===== config.mk =====
export PLATFORM = sky130hd
export DESIGN_NAME = ctc_int_top
export DESIGN_NICKNAME = d
export VERILOG_FILES = /design/src/logic/ctc_pkg.sv /design/src/logic/ctc_evt_if.sv /design/src/logic/ctc_edge_latch.sv /design/src/logic/ctc_int_top.sv
export VERILOG_INCLUDE_DIRS = /design/src /design/src/logic
export SDC_FILE = /design/constraint.sdc
export NUM_CORES = 1
export LEC_CHECK = 0
export BUFFER_PORTS_ARGS = -buffer_cell sky130_fd_sc_hd__buf_2
export CORE_MARGIN = 5
export CORE_UTILIZATION = 51
export DETAILED_ROUTE_END_ITERATION = 6
export PLACE_DENSITY = 0.76
export SLEW_MARGIN = 40
export SYNTH_ARGS = -nofsm -noshare
export SYNTH_HDL_FRONTEND = slang
export SYNTH_SLANG_ARGS = --single-unit

===== constraint.sdc =====
create_clock -name i_clk -period 1.5 [get_ports i_clk]
set_input_delay 0.075 -clock i_clk [delete_from_list [all_inputs] [get_ports i_clk]]
set_output_delay 0.075 -clock i_clk [all_outputs]
set_load 0.01 [all_outputs]

===== src/logic/ctc_defs.svh =====
// Purpose: Constants of the cell TC interrupt logic
// Assumes: Register index times four gives the APB byte address
// Notes: Offsets are register indices, not byte addresses
// How it works
// - A transmit indication reaches the pin only with its enable, tx summary, port and pin enables set.
// - A receive indication reaches the pin only with its enable, rx summary, port and pin enables set.
// - Transmit enables for parity, start-of-cell, tx overflow, rx overflow and cell sent reset to 1.
// - Bit 2 of tx enable and status is factory test with enable default 1; bits 1:0 stay 0.
// - Receive enables in bits 7,6,5,3,2,1,0 reset to 1 and bit 4 is held at 0.
// - The tx indication register latches parity, start, tx overflow, rx overflow and cell sent.
// - The rx indication register latches delineation, HEC, cell, idle, screen and flow field events.
// - A single-event indication is set only on a 0 to 1 status change while enabled.
// - The delineation indication is set on both status changes while enabled.
// - Reading an indication register clears the bits that the read returned.
// - Reading the tx status register clears the flags that the read returned.
// - A parity error on a transmit data octet sets status bit 7.
// - A start-of-cell error from the ATM layer sets status bit 6.
// - Transmit FIFO overflow sets status bit 5 and receive FIFO overflow sets bit 4.
// - Only a non-idle sent cell sets status bit 3.
// - The delineation status is the present state, not a latched event.
`ifndef CTC_DEFS_SVH
`define CTC_DEFS_SVH

// ==================================================
// Register indices
`define CTC_IDX_SUMMARY 10'h001
`define CTC_IDX_PORT 10'h201
`define CTC_IDX_MODE 10'h202
`define CTC_IDX_TX_EN 10'h028
`define CTC_IDX_RX_EN 10'h029
`define CTC_IDX_TX_IND 10'h02C
`define CTC_IDX_RX_IND 10'h02D
`define CTC_IDX_TX_STAT 10'h02E

// ==================================================
// Reset values and writable bits
`define CTC_TX_EN_RST 8'hFC
`define CTC_TX_EN_MASK 8'hFC
`define CTC_RX_EN_RST 8'hEF
`define CTC_RX_EN_MASK 8'hEF
`define CTC_TX_IND_MASK 8'hF8
`define CTC_RX_IND_MASK 8'hEF
`define CTC_RX_DUAL_MASK 8'h80
`define CTC_CTRL_RST 1'b0

// ==================================================
// Field positions
`define CTC_B_PARITY 7
`define CTC_B_CELL_START 6
`define CTC_B_TX_OVER 5
`define CTC_B_RX_OVER 4
`define CTC_B_CELL_SENT 3
`define CTC_B_SUM_TX 1
`define CTC_B_SUM_RX 0
`define CTC_B_PORT_EN 0
`define CTC_B_PIN_EN 3

`endif


===== src/logic/ctc_pkg.sv =====
// Purpose: Types of the cell TC interrupt logic
// Assumes: Constants come from ctc_defs.svh
// Notes: None
package ctc_pkg;

	typedef enum logic [3:0] {
		CTC_REG_NONE = 4'b0000,
		CTC_REG_SUMMARY = 4'b0001,
		CTC_REG_PORT = 4'b0010,
		CTC_REG_MODE = 4'b0011,
		CTC_REG_TX_EN = 4'b0100,
		CTC_REG_RX_EN = 4'b0101,
		CTC_REG_TX_IND = 4'b0110,
		CTC_REG_RX_IND = 4'b0111,
		CTC_REG_TX_STAT = 4'b1000
	} ctc_reg_id_t;

	typedef struct packed {
		logic [7:0] prev;
		logic [7:0] ind;
	} ctc_edge_state_t;

	typedef struct packed {
		logic [7:0] tx_en;
		logic [7:0] rx_en;
		logic [7:0] tx_stat;
		logic [1:0] sum_en;
		logic port_en;
		logic pin_en;
		logic [7:0] rdata;
		logic slverr;
		logic irq_n;
	} ctc_top_state_t;

endpackage


===== src/logic/ctc_evt_if.sv =====
// Purpose: Status, enable and clear bundle of one indication register
// Assumes: Single clock domain
// Notes: None
`timescale 1ns/10ps
interface ctc_evt_if;
	logic [7:0] stat;
	logic [7:0] en;
	logic [7:0] clr;
	logic [7:0] ind;

	modport core (input stat, input en, input clr, output ind);
	modport user (output stat, output en, output clr, input ind);
endinterface


===== src/logic/ctc_edge_latch.sv =====
// Purpose: Edge detection and latching of one indication register
// Assumes: Status bits come from logic on the same clock
// Notes: DUAL_MASK selects bits that latch on both edges
`timescale 1ns/10ps
module ctc_edge_latch
	import ctc_pkg::*;
#(
	parameter logic [7:0] DUAL_MASK = 8'h00
)
(
	// Clock and reset
	input wire logic i_clk,
	input wire logic i_rst_n,
	// Event bundle
	ctc_evt_if.core evt
);

	ctc_edge_state_t st_reg;
	ctc_edge_state_t st_next;
	logic [7:0] rise;
	logic [7:0] fall;
	logic [7:0] set;

	// ==================================================
	// Edge detect and latch
	always_comb
	begin
		st_next = st_reg;
		rise = evt.stat & ~st_reg.prev;
		fall = ~evt.stat & st_reg.prev & DUAL_MASK;
		set = (rise | fall) & evt.en;
		st_next.ind = (st_reg.ind & ~evt.clr) | set;
		st_next.prev = evt.stat;
	end

	always_ff @(posedge i_clk or negedge i_rst_n)
	begin
		if (!i_rst_n)
			st_reg <= '0;
		else
			st_reg <= st_next;
	end

	assign evt.ind = st_reg.ind;

	// ==================================================
	// Checks
	property p_edge_sets;
		@(posedge i_clk) disable iff (!i_rst_n)
		(set != 8'h00) |=> ((evt.ind & $past(set)) == $past(set));
	endproperty
	a_edge_sets: assert property (p_edge_sets) else $error("enabled edge not latched");

	property p_dual_fall;
		@(posedge i_clk) disable iff (!i_rst_n)
		((~evt.stat & st_reg.prev & DUAL_MASK & evt.en) != 8'h00) |=> ((evt.ind & DUAL_MASK) != 8'h00);
	endproperty
	a_dual_fall: assert property (p_dual_fall) else $error("dual falling edge lost");

	property p_clear;
		@(posedge i_clk) disable iff (!i_rst_n)
		(evt.clr != 8'h00 && set == 8'h00) |=> ((evt.ind & $past(evt.clr)) == 8'h00);
	endproperty
	a_clear: assert property (p_clear) else $error("indication not cleared");

endmodule


===== src/logic/ctc_int_top.sv =====
// Purpose: Cell TC interrupt enables, indications and tx status with APB access
// Assumes: Event inputs come from datapath logic on i_clk
// Notes: Zero wait-state APB, read data captured in the setup cycle
`timescale 1ns/10ps
`include "ctc_defs.svh"
module ctc_int_top
	import ctc_pkg::*;
(
	// Clock and reset
	input wire logic i_clk,
	input wire logic i_rst_n,
	// APB slave
	input wire logic i_psel,
	input wire logic i_penable,
	input wire logic i_pwrite,
	input wire logic [11:0] i_paddr,
	input wire logic [31:0] i_pwdata,
	input wire logic [3:0] i_pstrb,
	output logic o_pready,
	output logic [31:0] o_prdata,
	output logic o_pslverr,
	// Transmit events, one-cycle pulses
	input wire logic i_tx_parity_err,
	input wire logic i_cell_start_err,
	input wire logic i_tx_fifo_over,
	input wire logic i_rx_fifo_over,
	input wire logic i_cell_sent,
	input wire logic i_cell_idle,
	// Receive status levels
	input wire logic i_delineation_loss,
	input wire logic i_hec_detect,
	input wire logic i_hec_correct,
	input wire logic i_cell_received,
	input wire logic i_idle_received,
	input wire logic i_screen_reject,
	input wire logic i_flow_field_nonzero,
	// Interrupt
	output logic o_host_irq_n,
	output logic o_irq
);

	ctc_top_state_t st_reg;
	ctc_top_state_t st_next;
	ctc_evt_if tx_evt ();
	ctc_evt_if rx_evt ();
	ctc_reg_id_t reg_id;
	logic setup_ph;
	logic wr_acc;
	logic rd_acc;
	logic [7:0] wbyte;
	logic [7:0] tx_set;
	logic [7:0] rx_stat;
	logic [7:0] tx_w1c;
	logic [7:0] rx_w1c;
	logic tx_live;
	logic rx_live;

	// ==================================================
	// Address decode
	function automatic ctc_reg_id_t map_reg(input logic [11:0] addr);
		ctc_reg_id_t id;
		id = CTC_REG_NONE;
		if (addr[1:0] == 2'h0)
		begin
			unique case (addr[11:2])
				`CTC_IDX_SUMMARY: id = CTC_REG_SUMMARY;
				`CTC_IDX_PORT: id = CTC_REG_PORT;
				`CTC_IDX_MODE: id = CTC_REG_MODE;
				`CTC_IDX_TX_EN: id = CTC_REG_TX_EN;
				`CTC_IDX_RX_EN: id = CTC_REG_RX_EN;
				`CTC_IDX_TX_IND: id = CTC_REG_TX_IND;
				`CTC_IDX_RX_IND: id = CTC_REG_RX_IND;
				`CTC_IDX_TX_STAT: id = CTC_REG_TX_STAT;
				default: id = CTC_REG_NONE;
			endcase
		end
		return id;
	endfunction

	assign reg_id = map_reg(i_paddr);
	assign setup_ph = i_psel & ~i_penable;
	// Unmapped writes change nothing and also raise pslverr
	assign wr_acc = i_psel & i_penable & i_pwrite & i_pstrb[0];
	assign rd_acc = i_psel & i_penable & ~i_pwrite;
	assign wbyte = i_pwdata[7:0];

	// ==================================================
	// Receive status vector
	// delineation passed as live state
	assign rx_stat = {i_delineation_loss, i_hec_detect, i_hec_correct, 1'b0,
		i_cell_received, i_idle_received, i_screen_reject, i_flow_field_nonzero};

	// ==================================================
	// Transmit status events
	always_comb
	begin
		tx_set = 8'h00;
		tx_set[`CTC_B_PARITY] = i_tx_parity_err;
		tx_set[`CTC_B_CELL_START] = i_cell_start_err;
		tx_set[`CTC_B_TX_OVER] = i_tx_fifo_over;
		tx_set[`CTC_B_RX_OVER] = i_rx_fifo_over;
		tx_set[`CTC_B_CELL_SENT] = i_cell_sent & ~i_cell_idle;
	end

	// ==================================================
	// Indication clears: read-return or write-one
	always_comb
	begin
		tx_w1c = 8'h00;
		rx_w1c = 8'h00;
		if (wr_acc && reg_id == CTC_REG_TX_IND)
			tx_w1c = wbyte;
		if (wr_acc && reg_id == CTC_REG_RX_IND)
			rx_w1c = wbyte;
	end

	assign tx_evt.stat = st_reg.tx_stat;
	assign tx_evt.en = st_reg.tx_en;
	// clear what the read returned, plus any write-one bits
	assign tx_evt.clr = ((rd_acc && reg_id == CTC_REG_TX_IND) ? st_reg.rdata : 8'h00) | tx_w1c;
	assign rx_evt.stat = rx_stat;
	assign rx_evt.en = st_reg.rx_en;
	assign rx_evt.clr = ((rd_acc && reg_id == CTC_REG_RX_IND) ? st_reg.rdata : 8'h00) | rx_w1c;

	// ==================================================
	// Indication latches
	// transmit indications
	ctc_edge_latch #(
		.DUAL_MASK(8'h00)
	) u_tx_latch (
		.i_clk(i_clk),
		.i_rst_n(i_rst_n),
		.evt(tx_evt.core)
	);

	ctc_edge_latch #(
		.DUAL_MASK(`CTC_RX_DUAL_MASK)
	) u_rx_latch (
		.i_clk(i_clk),
		.i_rst_n(i_rst_n),
		.evt(rx_evt.core)
	);

	// ==================================================
	// Enable gating toward the pin
	// tx and rx path gating
	assign tx_live = st_reg.sum_en[`CTC_B_SUM_TX] & (|(tx_evt.ind & st_reg.tx_en));
	assign rx_live = st_reg.sum_en[`CTC_B_SUM_RX] & (|(rx_evt.ind & st_reg.rx_en));

	// ==================================================
	// Register file and APB
	always_comb
	begin
		st_next = st_reg;
		st_next.tx_stat = (st_reg.tx_stat & ~((rd_acc && reg_id == CTC_REG_TX_STAT) ?
			st_reg.rdata : 8'h00)) | tx_set;
		if (wr_acc)
		begin
			unique case (reg_id)
				CTC_REG_SUMMARY: st_next.sum_en = wbyte[1:0];
				CTC_REG_PORT: st_next.port_en = wbyte[`CTC_B_PORT_EN];
				CTC_REG_MODE: st_next.pin_en = wbyte[`CTC_B_PIN_EN];
				// tx enables, keeps bits 1:0 at zero
				CTC_REG_TX_EN: st_next.tx_en = wbyte & `CTC_TX_EN_MASK;
				// rx enables, bit 4 held at zero
				CTC_REG_RX_EN: st_next.rx_en = wbyte & `CTC_RX_EN_MASK;
				default: st_next = st_next;
			endcase
		end
		// Capture in setup so access returns flopped data
		if (setup_ph)
		begin
			st_next.slverr = (reg_id == CTC_REG_NONE);
			unique case (reg_id)
				CTC_REG_SUMMARY: st_next.rdata = {6'h00, st_reg.sum_en};
				CTC_REG_PORT: st_next.rdata = {7'h00, st_reg.port_en};
				CTC_REG_MODE: st_next.rdata = {4'h0, st_reg.pin_en, 3'h0};
				CTC_REG_TX_EN: st_next.rdata = st_reg.tx_en;
				CTC_REG_RX_EN: st_next.rdata = st_reg.rx_en;
				// factory and reserved bits read zero
				CTC_REG_TX_IND: st_next.rdata = tx_evt.ind & `CTC_TX_IND_MASK;
				CTC_REG_RX_IND: st_next.rdata = rx_evt.ind & `CTC_RX_IND_MASK;
				CTC_REG_TX_STAT: st_next.rdata = st_reg.tx_stat;
				CTC_REG_NONE: st_next.rdata = 8'h00;
			endcase
		end
		// pin low while any fully enabled indication
		st_next.irq_n = ~(st_reg.pin_en & st_reg.port_en & (tx_live | rx_live));
	end

	always_ff @(posedge i_clk or negedge i_rst_n)
	begin
		if (!i_rst_n)
		begin
			st_reg <= '0;
			st_reg.tx_en <= `CTC_TX_EN_RST;
			st_reg.rx_en <= `CTC_RX_EN_RST;
			st_reg.sum_en <= {2{`CTC_CTRL_RST}};
			st_reg.port_en <= `CTC_CTRL_RST;
			st_reg.pin_en <= `CTC_CTRL_RST;
			st_reg.irq_n <= 1'b1;
		end
		else
			st_reg <= st_next;
	end

	// ==================================================
	// Outputs
	assign o_pready = i_psel & i_penable;
	assign o_prdata = {24'h000000, st_reg.rdata};
	assign o_pslverr = i_psel & i_penable & st_reg.slverr;
	assign o_host_irq_n = st_reg.irq_n;
	assign o_irq = ~st_reg.irq_n;

	// ==================================================
	// Checks
	property p_tx_to_pin;
		@(posedge i_clk) disable iff (!i_rst_n)
		(tx_live && st_reg.port_en && st_reg.pin_en) |=> !o_host_irq_n;
	endproperty
	a_tx_to_pin: assert property (p_tx_to_pin) else $error("tx interrupt missing on pin");

	property p_rx_to_pin;
		@(posedge i_clk) disable iff (!i_rst_n)
		(rx_live && st_reg.port_en && st_reg.pin_en) |=> !o_host_irq_n;
	endproperty
	a_rx_to_pin: assert property (p_rx_to_pin) else $error("rx interrupt missing on pin");

	property p_pin_gate;
		@(posedge i_clk) disable iff (!i_rst_n)
		(!st_reg.pin_en || !st_reg.port_en || (!tx_live && !rx_live)) |=> o_host_irq_n;
	endproperty
	a_pin_gate: assert property (p_pin_gate) else $error("pin low without enabled source");

	property p_tx_en_write;
		@(posedge i_clk) disable iff (!i_rst_n)
		(wr_acc && reg_id == CTC_REG_TX_EN) |=> (st_reg.tx_en == ($past(wbyte) & `CTC_TX_EN_MASK));
	endproperty
	a_tx_en_write: assert property (p_tx_en_write) else $error("tx enable write wrong");

	property p_rx_en_rsvd;
		@(posedge i_clk) disable iff (!i_rst_n)
		(wr_acc && reg_id == CTC_REG_RX_EN) |=> (st_reg.rx_en[4] == 1'b0);
	endproperty
	a_rx_en_rsvd: assert property (p_rx_en_rsvd) else $error("rx enable bit 4 set");

	property p_tx_rsvd;
		@(posedge i_clk) disable iff (!i_rst_n)
		(st_reg.tx_en[1:0] == 2'h0) && (st_reg.tx_stat[2:0] == 3'h0);
	endproperty
	a_tx_rsvd: assert property (p_tx_rsvd) else $error("tx reserved bit set");

	property p_stat_clear;
		@(posedge i_clk) disable iff (!i_rst_n)
		(rd_acc && reg_id == CTC_REG_TX_STAT && tx_set == 8'h00)
			|=> ((st_reg.tx_stat & $past(st_reg.rdata)) == 8'h00);
	endproperty
	a_stat_clear: assert property (p_stat_clear) else $error("tx status not cleared");

	property p_parity;
		@(posedge i_clk) disable iff (!i_rst_n)
		i_tx_parity_err |=> st_reg.tx_stat[7] ##1 tx_evt.ind[7] || !st_reg.tx_en[7]
			|| $past(st_reg.tx_stat[7], 2);
	endproperty
	a_parity: assert property (p_parity) else $error("parity error not flagged");

	property p_cell_start;
		@(posedge i_clk) disable iff (!i_rst_n)
		i_cell_start_err |=> st_reg.tx_stat[6];
	endproperty
	a_cell_start: assert property (p_cell_start) else $error("start error not flagged");

	property p_fifo_over;
		@(posedge i_clk) disable iff (!i_rst_n)
		(i_tx_fifo_over || i_rx_fifo_over)
			|=> (st_reg.tx_stat[5] || !$past(i_tx_fifo_over))
			&& (st_reg.tx_stat[4] || !$past(i_rx_fifo_over));
	endproperty
	a_fifo_over: assert property (p_fifo_over) else $error("overflow not flagged");

	property p_idle_cell;
		@(posedge i_clk) disable iff (!i_rst_n)
		(i_cell_sent && i_cell_idle && !st_reg.tx_stat[3]) |=> !st_reg.tx_stat[3];
	endproperty
	a_idle_cell: assert property (p_idle_cell) else $error("idle cell set cell sent");

	property p_delin_live;
		@(posedge i_clk) disable iff (!i_rst_n)
		(i_delineation_loss != $past(i_delineation_loss) && st_reg.rx_en[7])
			|=> rx_evt.ind[7];
	endproperty
	a_delin_live: assert property (p_delin_live) else $error("delineation change lost");

	property p_cell_sent;
		@(posedge i_clk) disable iff (!i_rst_n)
		(i_cell_sent && !i_cell_idle) |=> st_reg.tx_stat[`CTC_B_CELL_SENT];
	endproperty
	a_cell_sent: assert property (p_cell_sent) else $error("sent cell not flagged");

	property p_tx_masked;
		@(posedge i_clk) disable iff (!i_rst_n)
		(tx_evt.stat != 8'h00)
			|=> ((tx_evt.ind & ~$past(st_reg.tx_en) & ~$past(tx_evt.ind)) == 8'h00);
	endproperty
	a_tx_masked: assert property (p_tx_masked) else $error("disabled tx source latched");

	property p_rx_masked;
		@(posedge i_clk) disable iff (!i_rst_n)
		(rx_evt.stat != 8'h00)
			|=> ((rx_evt.ind & ~$past(st_reg.rx_en) & ~$past(rx_evt.ind)) == 8'h00);
	endproperty
	a_rx_masked: assert property (p_rx_masked) else $error("disabled rx source latched");

	property p_tx_sum_off;
		@(posedge i_clk) disable iff (!i_rst_n)
		(!st_reg.sum_en[`CTC_B_SUM_TX] && !rx_live) |=> o_host_irq_n;
	endproperty
	a_tx_sum_off: assert property (p_tx_sum_off) else $error("tx summary gate open");

	property p_rx_sum_off;
		@(posedge i_clk) disable iff (!i_rst_n)
		(!st_reg.sum_en[`CTC_B_SUM_RX] && !tx_live) |=> o_host_irq_n;
	endproperty
	a_rx_sum_off: assert property (p_rx_sum_off) else $error("rx summary gate open");

	property p_stat_capture;
		@(posedge i_clk) disable iff (!i_rst_n)
		(setup_ph && reg_id == CTC_REG_TX_STAT) |=> (o_prdata[7:0] == $past(st_reg.tx_stat));
	endproperty
	a_stat_capture: assert property (p_stat_capture) else $error("tx status read wrong");

	property p_ind_capture;
		@(posedge i_clk) disable iff (!i_rst_n)
		(setup_ph && reg_id == CTC_REG_TX_IND)
			|=> (o_prdata[7:0] == ($past(tx_evt.ind) & `CTC_TX_IND_MASK));
	endproperty
	a_ind_capture: assert property (p_ind_capture) else $error("tx indication read wrong");

endmodule


==> key figures, run 1 <==
Outcome
  • Status: finished, final reports clean

Power and ir drop
  • VDD IR max: 0.000715 V
  • Int Power: 2.67 mW
  • P_sw: 0.869 mW
  • Sequential share of power: 48.2%
  • Leak: 1.79 nW
  • Sw Ratio: 24.6%
  • Clock power share: 41.1%
  • Combinational Power Share: 10.8%
  • Pwr dens: 872 nW/um^2

Route
  • TritonRoute pass-1 iters: 5
  • Antenna Nets Post-Route: 0
  • Final WL: 8330 um
  • DR iter-0 viols: 274
  • DR vias/cell: 5.70
  • Via Count: 2749
  • Post-DR wirelength/cell: 17.3 um
  • Final routed DRC violation total: 0

Yosys
  • Top_reg_cell synth: dfrtp_1
  • Biggest area consumer among synthesized cells: dfrtp_1
  • Synth unique cells: 52
  • Sequential area share after synthesis: 48.9%
  • Synthesized area: 3160 um^2
  • Post-synth top area share: 37.3%
  • Number of synthesized flops with an enable pin: 0
  • Most numerous cell in the Yosys netlist: dfrtp_1
  • Number of synthesized register bits: 61
  • Mapped Cells: 296
  • Async S/R FF share, synth: 100%
  • Ys Warns: 0
  • Synth cell count leaders: dfrtp_1 (47), buf_4 (32), nand2_1 (26), mux2_2 (17), o21ai_0 (15)
  • Main area contributors after synthesis: dfrtp_1 (37%), dfstp_2 (12%), buf_4 (7.6%), mux2_2 (6.1%), a22oi_1 (3.3%)
  • Avg Inst Size Synth: 10.7 um^2

CTS
  • Post-CTS sizing: 0
  • Post-CTS setup buffer count: 0
  • Worst-path clk slew: 70 ps
  • TritonCTS buffer count: 9
  • Clock Root Buffer: clkbuf_8
  • Total clock sinks: 61
  • Worst-skew pair later-pin latency: 340 ps
  • Clock buffer depth: 2
  • CTS tree: built
  • H-tree Lvls: 3
  • CTS Hold Bufs: 19

Global route
  • First-pass GRT wire length: 13200 um
  • GRT Total Usage: 22.3%
  • Initial antenna violation count: 0
  • Gr ovfl total: 0
  • Vias in the first global route: 2691
  • Largest net degree at the start of global routing: 24

Hold path
  • Hold Path Class: in2reg

Worst setup path
  • CP startpoint kind: primary input
  • Crit. End Element: flip-flop
  • WS Path Type: in2reg
  • Critical Path AT: 1590 ps
  • FF-to-FF setup slack: 250 ps
  • Critical path peak fanout: 6
  • Critical Path RT: 1720 ps

Place
  • Inst Count DP: 447
  • Placed wire-length estimate: 6140 um
  • GPL Wtd Cong: 0.928
  • Worst slack, placed: -200 ps
  • I/O Buffers: 50

Timing
  • Ratio of final minimum period to clock period: 91.3%
  • Fmax: 0.730 GHz
  • Worst Skew: 8.44 ps
  • Setup-failing EPs final: 0
  • Max-slew violations: 0
  • Worst-margin pin slew: 549 ps
  • Final hold violation count: 0
  • Final min period: 1370 ps
  • RSZ-0062 raised after global routing: no
  • Slew margin rel.: 63.4%
  • Final worst slack: 130 ps

Final layout
  • Ant diodes: 0
  • Area Overhead vs Synth: 28.6%
  • Fin nets: 468
  • Layout cell share with drive strength beyond 1: 37.6%
  • Filler instances: 475
  • Non-filler cells, final: 482

Floorplan
  • Core Footprint: 5960 um^2
  • Chip width: 88.7 um
  • Initial Utilization: 53.0%
  • Die H: 88.7 um
  • Row cnt: 28
  • Die area: 7860 um^2
  • IO Count: 102

Run
  • Max Cap Viol: 0
[critical path: stages]
cell,delay [ps]
buf_2,110
or3b_1,400
o22a_1,200
or4_4,560
o21ai_1,150
o21ai_1,90
[per-layer routing]
layer | routed length (um) | GRT usage [%] | part of all wire (%)
met1 | 3410 | 29.3 | 41
met2 | 4000 | 36.2 | 48
met3 | 730 | 4.47 | 8.8
met4 | 189 | 8.79 | 2.3
met5 | 0 | 0 | 0
[final cells by class]
type	count	area, um^2	share of cell area, %
Clock buffer	11	141	3.48
Sequential cell	61	1540	38.1
Clock inverter	5	58.8	1.45
Multi-Input combinational cell	211	1400	34.5
Tap cell	75	93.8	2.31
Timing Repair Buffer	113	796	19.6
Inverter	6	22.5	0.555
[through the flow]
stage          instance area [um^2]  hold slack, ps  setup TNS, ps  power [mW]  util, %
2_1_floorplan                  3250            -221          -67.6        1.94        -
4_1_cts                        4060            25.9              0        3.57     68.1
3_3_place_gp                   3670            83.9          -3830        2.07     61.6
6_report                       4060            35.2              0        3.54     68.1
5_1_grt                        4060            35.1              0        3.69     68.1
3_5_place_dp                   3670            89.8          -5510        2.07     61.6
[cells in the final DEF (no fill, tap or decap), types with 11 or more instances in the layout]
cell type / instances
a22oi_1: 14
buf_2: 50
buf_4: 42
conb_1: 24
dfrtp_1: 47
dfstp_2: 14
dlygate4sd3_1: 19
mux2_2: 17
nand2_1: 26
nand3b_1: 11
o21ai_0: 14
o21ai_1: 14
[power groups by stage]
stage / Clock, mW / Sequential, mW / Combinational (mW)
2_1_floorplan: 0 / 1.72 / 0.213
3_3_place_gp: 0 / 1.73 / 0.334
3_5_place_dp: 0 / 1.73 / 0.339
4_1_cts: 1.49 / 1.70 / 0.380
5_1_grt: 1.56 / 1.71 / 0.422
6_report: 1.45 / 1.70 / 0.381
[path summary, 6_finish.rpt]
path,from,end,cells after the start
setup / recovery,i_paddr[7],u_tx_latch.evt.ind[6],6
hold / removal,i_cell_idle,tx_evt.stat[3],3
setup reg to reg,u_rx_latch.evt.ind[5],o_host_irq_n,4
hold reg to reg,u_tx_latch.st_reg[10],u_tx_latch.evt.ind[2],1
max in group asynchronous,i_rst_n,rx_evt.en[0],3
min in group asynchronous,i_rst_n,u_tx_latch.st_reg[14],2
[logic make-up after synthesis]
logic type             count (synthesis)  share of synthesized area (%)
multiplexers                          17                           6.07
buffers and inverters                 47                           9.60
AND/OR/NAND/NOR                       84                           16.0
AO/OA/AOI/OAI                         84                           18.7
other                                  1                          0.119
XOR/XNOR                               2                          0.555
flip-flops                            61                           48.9
Note: power is estimated with default switching activity, not from simulation.
==> run 2, diff against run 1 <==
--- a/config.mk
+++ b/config.mk
@@ -6,11 +6,11 @@
 export SDC_FILE = /design/constraint.sdc
 export NUM_CORES = 1
 export LEC_CHECK = 0
-export BUFFER_PORTS_ARGS = -buffer_cell sky130_fd_sc_hd__buf_2
-export CORE_MARGIN = 5
-export CORE_UTILIZATION = 51
+export CORE_MARGIN = 2
+export CORE_UTILIZATION = 58
 export DETAILED_ROUTE_END_ITERATION = 6
-export PLACE_DENSITY = 0.76
+export DONT_BUFFER_PORTS = 1
+export PLACE_DENSITY = 0.7
 export SLEW_MARGIN = 40
 export SYNTH_ARGS = -nofsm -noshare
 export SYNTH_HDL_FRONTEND = slang
==> key figures, run 2 (synthesis gave the netlist of run 1 again) <==
Final layout
  • Filler instances: 402 (was 475)
  • Most frequent cells in the layout: dfrtp_1 (47), nand2_1 (26), conb_1 (24), dlygate4sd3_1 (24), buf_4 (23) (was buf_2 (50), dfrtp_1 (47), buf_4 (42))
  • Register area: 1540 um^2 (unchanged)
  • Utilization after layout: 71.6% (was 68.1%)
  • Multi-input gate area: 1400 um^2 (unchanged)
  • Ant diodes: 0 (unchanged)
  • Fin nets: 404 (was 468)
  • Commonest non-fill, non-tap cell in the layout: dfrtp_1 (was buf_2)
  • Area Overhead vs Synth: 17.3% (was 28.6%)
  • Layout cell share with drive strength beyond 1: 24.8% (was 37.6%)

Global route
  • Largest net degree at the start of global routing: 62 (was 24)
  • First-pass GRT wire length: 12700 um (was 13200 um)
  • Gr ovfl total: 0 (unchanged)
  • Initial antenna violation count: 0 (unchanged)
  • GRT Total Usage: 27.7% (was 22.3%)
  • Vias in the first global route: 2518 (was 2691)

CTS
  • Clock Root Buffer: clkbuf_8 (unchanged)
  • Clock buffer depth: 2 (unchanged)
  • TritonCTS buffer count: 9 (unchanged)
  • Total clock sinks: 61 (unchanged)
  • CTS Hold Bufs: 25 (was 19)
  • H-tree Lvls: 3 (unchanged)
  • CTS tree: built (unchanged)
  • Worst-path clk slew: 70 ps (about the same)
  • Worst-skew pair later-pin latency: 340 ps (about the same)
  • Post-CTS sizing: 0 (unchanged)
  • Post-CTS setup buffer count: 0 (unchanged)

Floorplan
  • Initial Utilization: 61.0% (was 53.0%)
  • Die H: 77.8 um (was 88.7 um)
  • Die area: 6050 um^2 (was 7860 um^2)
  • IO Count: 102 (unchanged)
  • Row cnt: 26 (was 28)
  • Chip width: 77.8 um (was 88.7 um)
  • Core Footprint: 5170 um^2 (was 5960 um^2)

Timing
  • Ratio of final minimum period to clock period: 85.0% (was 91.3%)
  • Fmax: 0.784 GHz (was 0.730 GHz)
  • Final hold violation count: 0 (unchanged)
  • RSZ-0062 raised after global routing: no (unchanged)
  • Final min period: 1280 ps (was 1370 ps)
  • Worst Skew: 6.73 ps (was 8.44 ps)
  • Worst-margin pin slew: 520 ps (was 549 ps)
  • Max-slew violations: 0 (unchanged)
  • Slew margin rel.: 65.3% (was 63.4%)
  • Setup-failing EPs final: 0 (unchanged)

Power and ir drop
  • Sw Ratio: 25.1% (was 24.6%)
  • Clock power share: 40.4% (was 41.1%)
  • Combinational Power Share: 7.8% (was 10.8%)
  • Sequential share of power: 51.8% (was 48.2%)
  • Leak: 1.51 nW (was 1.79 nW)
  • Pwr dens: 896 nW/um^2 (was 872 nW/um^2)
  • P_sw: 0.833 mW (was 0.869 mW)
  • Int Power: 2.48 mW (was 2.67 mW)
  • Total chip power: 3.31 mW (was 3.54 mW)
  • VDD IR max: 0.000652 V (was 0.000715 V)

Worst setup path
  • WS Path Type: in2reg (unchanged)
  • CP startpoint kind: primary input (unchanged)
  • Critical path peak fanout: 6 (unchanged)
  • CP max-delay cell: or4_4 (unchanged)
  • Critical Path AT: 1490 ps (was 1590 ps)
  • Critical Path RT: 1720 ps (about the same)
  • Crit. End Element: flip-flop (unchanged)
  • Critical path's most frequent cell: o21ai_1 (unchanged)
  • CP Cell Sequence: or3b_1 > o22a_1 > or4_4 > o21ai_1 > o21ai_1 (was buf_2 > or3b_1 > o22a_1 > or4_4 > o21ai_1 > o21ai_1)
  • Largest stage delay, worst path: 550 ps (was 560 ps)

Route
  • TritonRoute pass-1 iters: 7 (was 5)
  • Post-DR wirelength/cell: 18.8 um (was 17.3 um)
  • DR iter-0 viols: 267 (was 274)
  • Final routed DRC violation total: 0 (unchanged)
  • DR vias/cell: 6.15 (was 5.70)
  • Antenna Nets Post-Route: 0 (unchanged)
  • Via Count: 2541 (was 2749)
  • Final WL: 7780 um (was 8330 um)

Run
  • Max Cap Viol: 0 (unchanged)

Outcome
  • Status: finished, final reports clean (unchanged)

Place
  • I/O Buffers: 0 (was 50)
  • GPL Wtd Cong: 0.884 (was 0.928)
  • Placed wire-length estimate: 5340 um (was 6140 um)

Hold path
  • Hold Path Class: in2reg (unchanged)
-- run 2: metrics by stage --
stage               cells  hold WS, ps  area (um^2)  setup slack, ps  TNS [ps]
floorplan             319         -221         3250            -18.5     -67.6
global placement      372         -220         3250            -75.5      -457
detailed placement    372         -220         3250            -86.1      -653
CTS                   413         8.98         3700              262         0
global route          413         36.6         3700              144         0
finish                413         28.3         3700              225         0
-- run 2: final cells by class --
type | count | area share, %
tap | 70 | 2.37
clock inverter | 5 | 0.913
multi-input combinational | 211 | 37.9
inverter | 6 | 0.609
sequential | 61 | 41.7
timing repair buffer | 49 | 12.4
clock buffer | 11 | 4.09
-- run 2: per-layer routing --
layer  vias up  wire [um]  track usage, %
met5         -          0               0
met3        27        734            9.42
met2       152       3660            41.6
met4         0        189            12.5
met1      1232       3200            36.4
li1       1130          -               -
-- run 2: worst paths after layout --
| check | start | to | slack (ps) | cells after the start |
|---|---|---|---|---|
| max reg2reg | u_rx_latch.evt.ind[5] | o_host_irq_n | 280 | 4 |
| min in group asynchronous | i_rst_n | o_prdata[7] | 270 | 2 |
| max in group asynchronous | i_rst_n | rx_evt.en[1] | 940 | 2 |
| max | i_paddr[7] | u_tx_latch.evt.ind[3] | 220 | 5 |
| min reg2reg | u_tx_latch.st_reg[10] | u_tx_latch.evt.ind[2] | 420 | 1 |
| min | i_pwdata[1] | u_rx_latch.evt.ind[1] | 30 | 3 |
-- run 2: power groups by stage --
stage	combinational (mW)	clock, mW	sequential, mW
floorplan	0.213	0	1.72
global placement	0.156	0	1.75
detailed placement	0.158	0	1.75
CTS	0.258	1.36	1.72
global route	0.287	1.44	1.72
finish	0.259	1.34	1.72
-- run 2: critical path, delay by kind of cell --
| kind | cells | cell delay, ps |
|---|---|---|
| AOI/OAI and AO/OA | 3 | 450 |
| and+or+nand+nor | 2 | 960 |
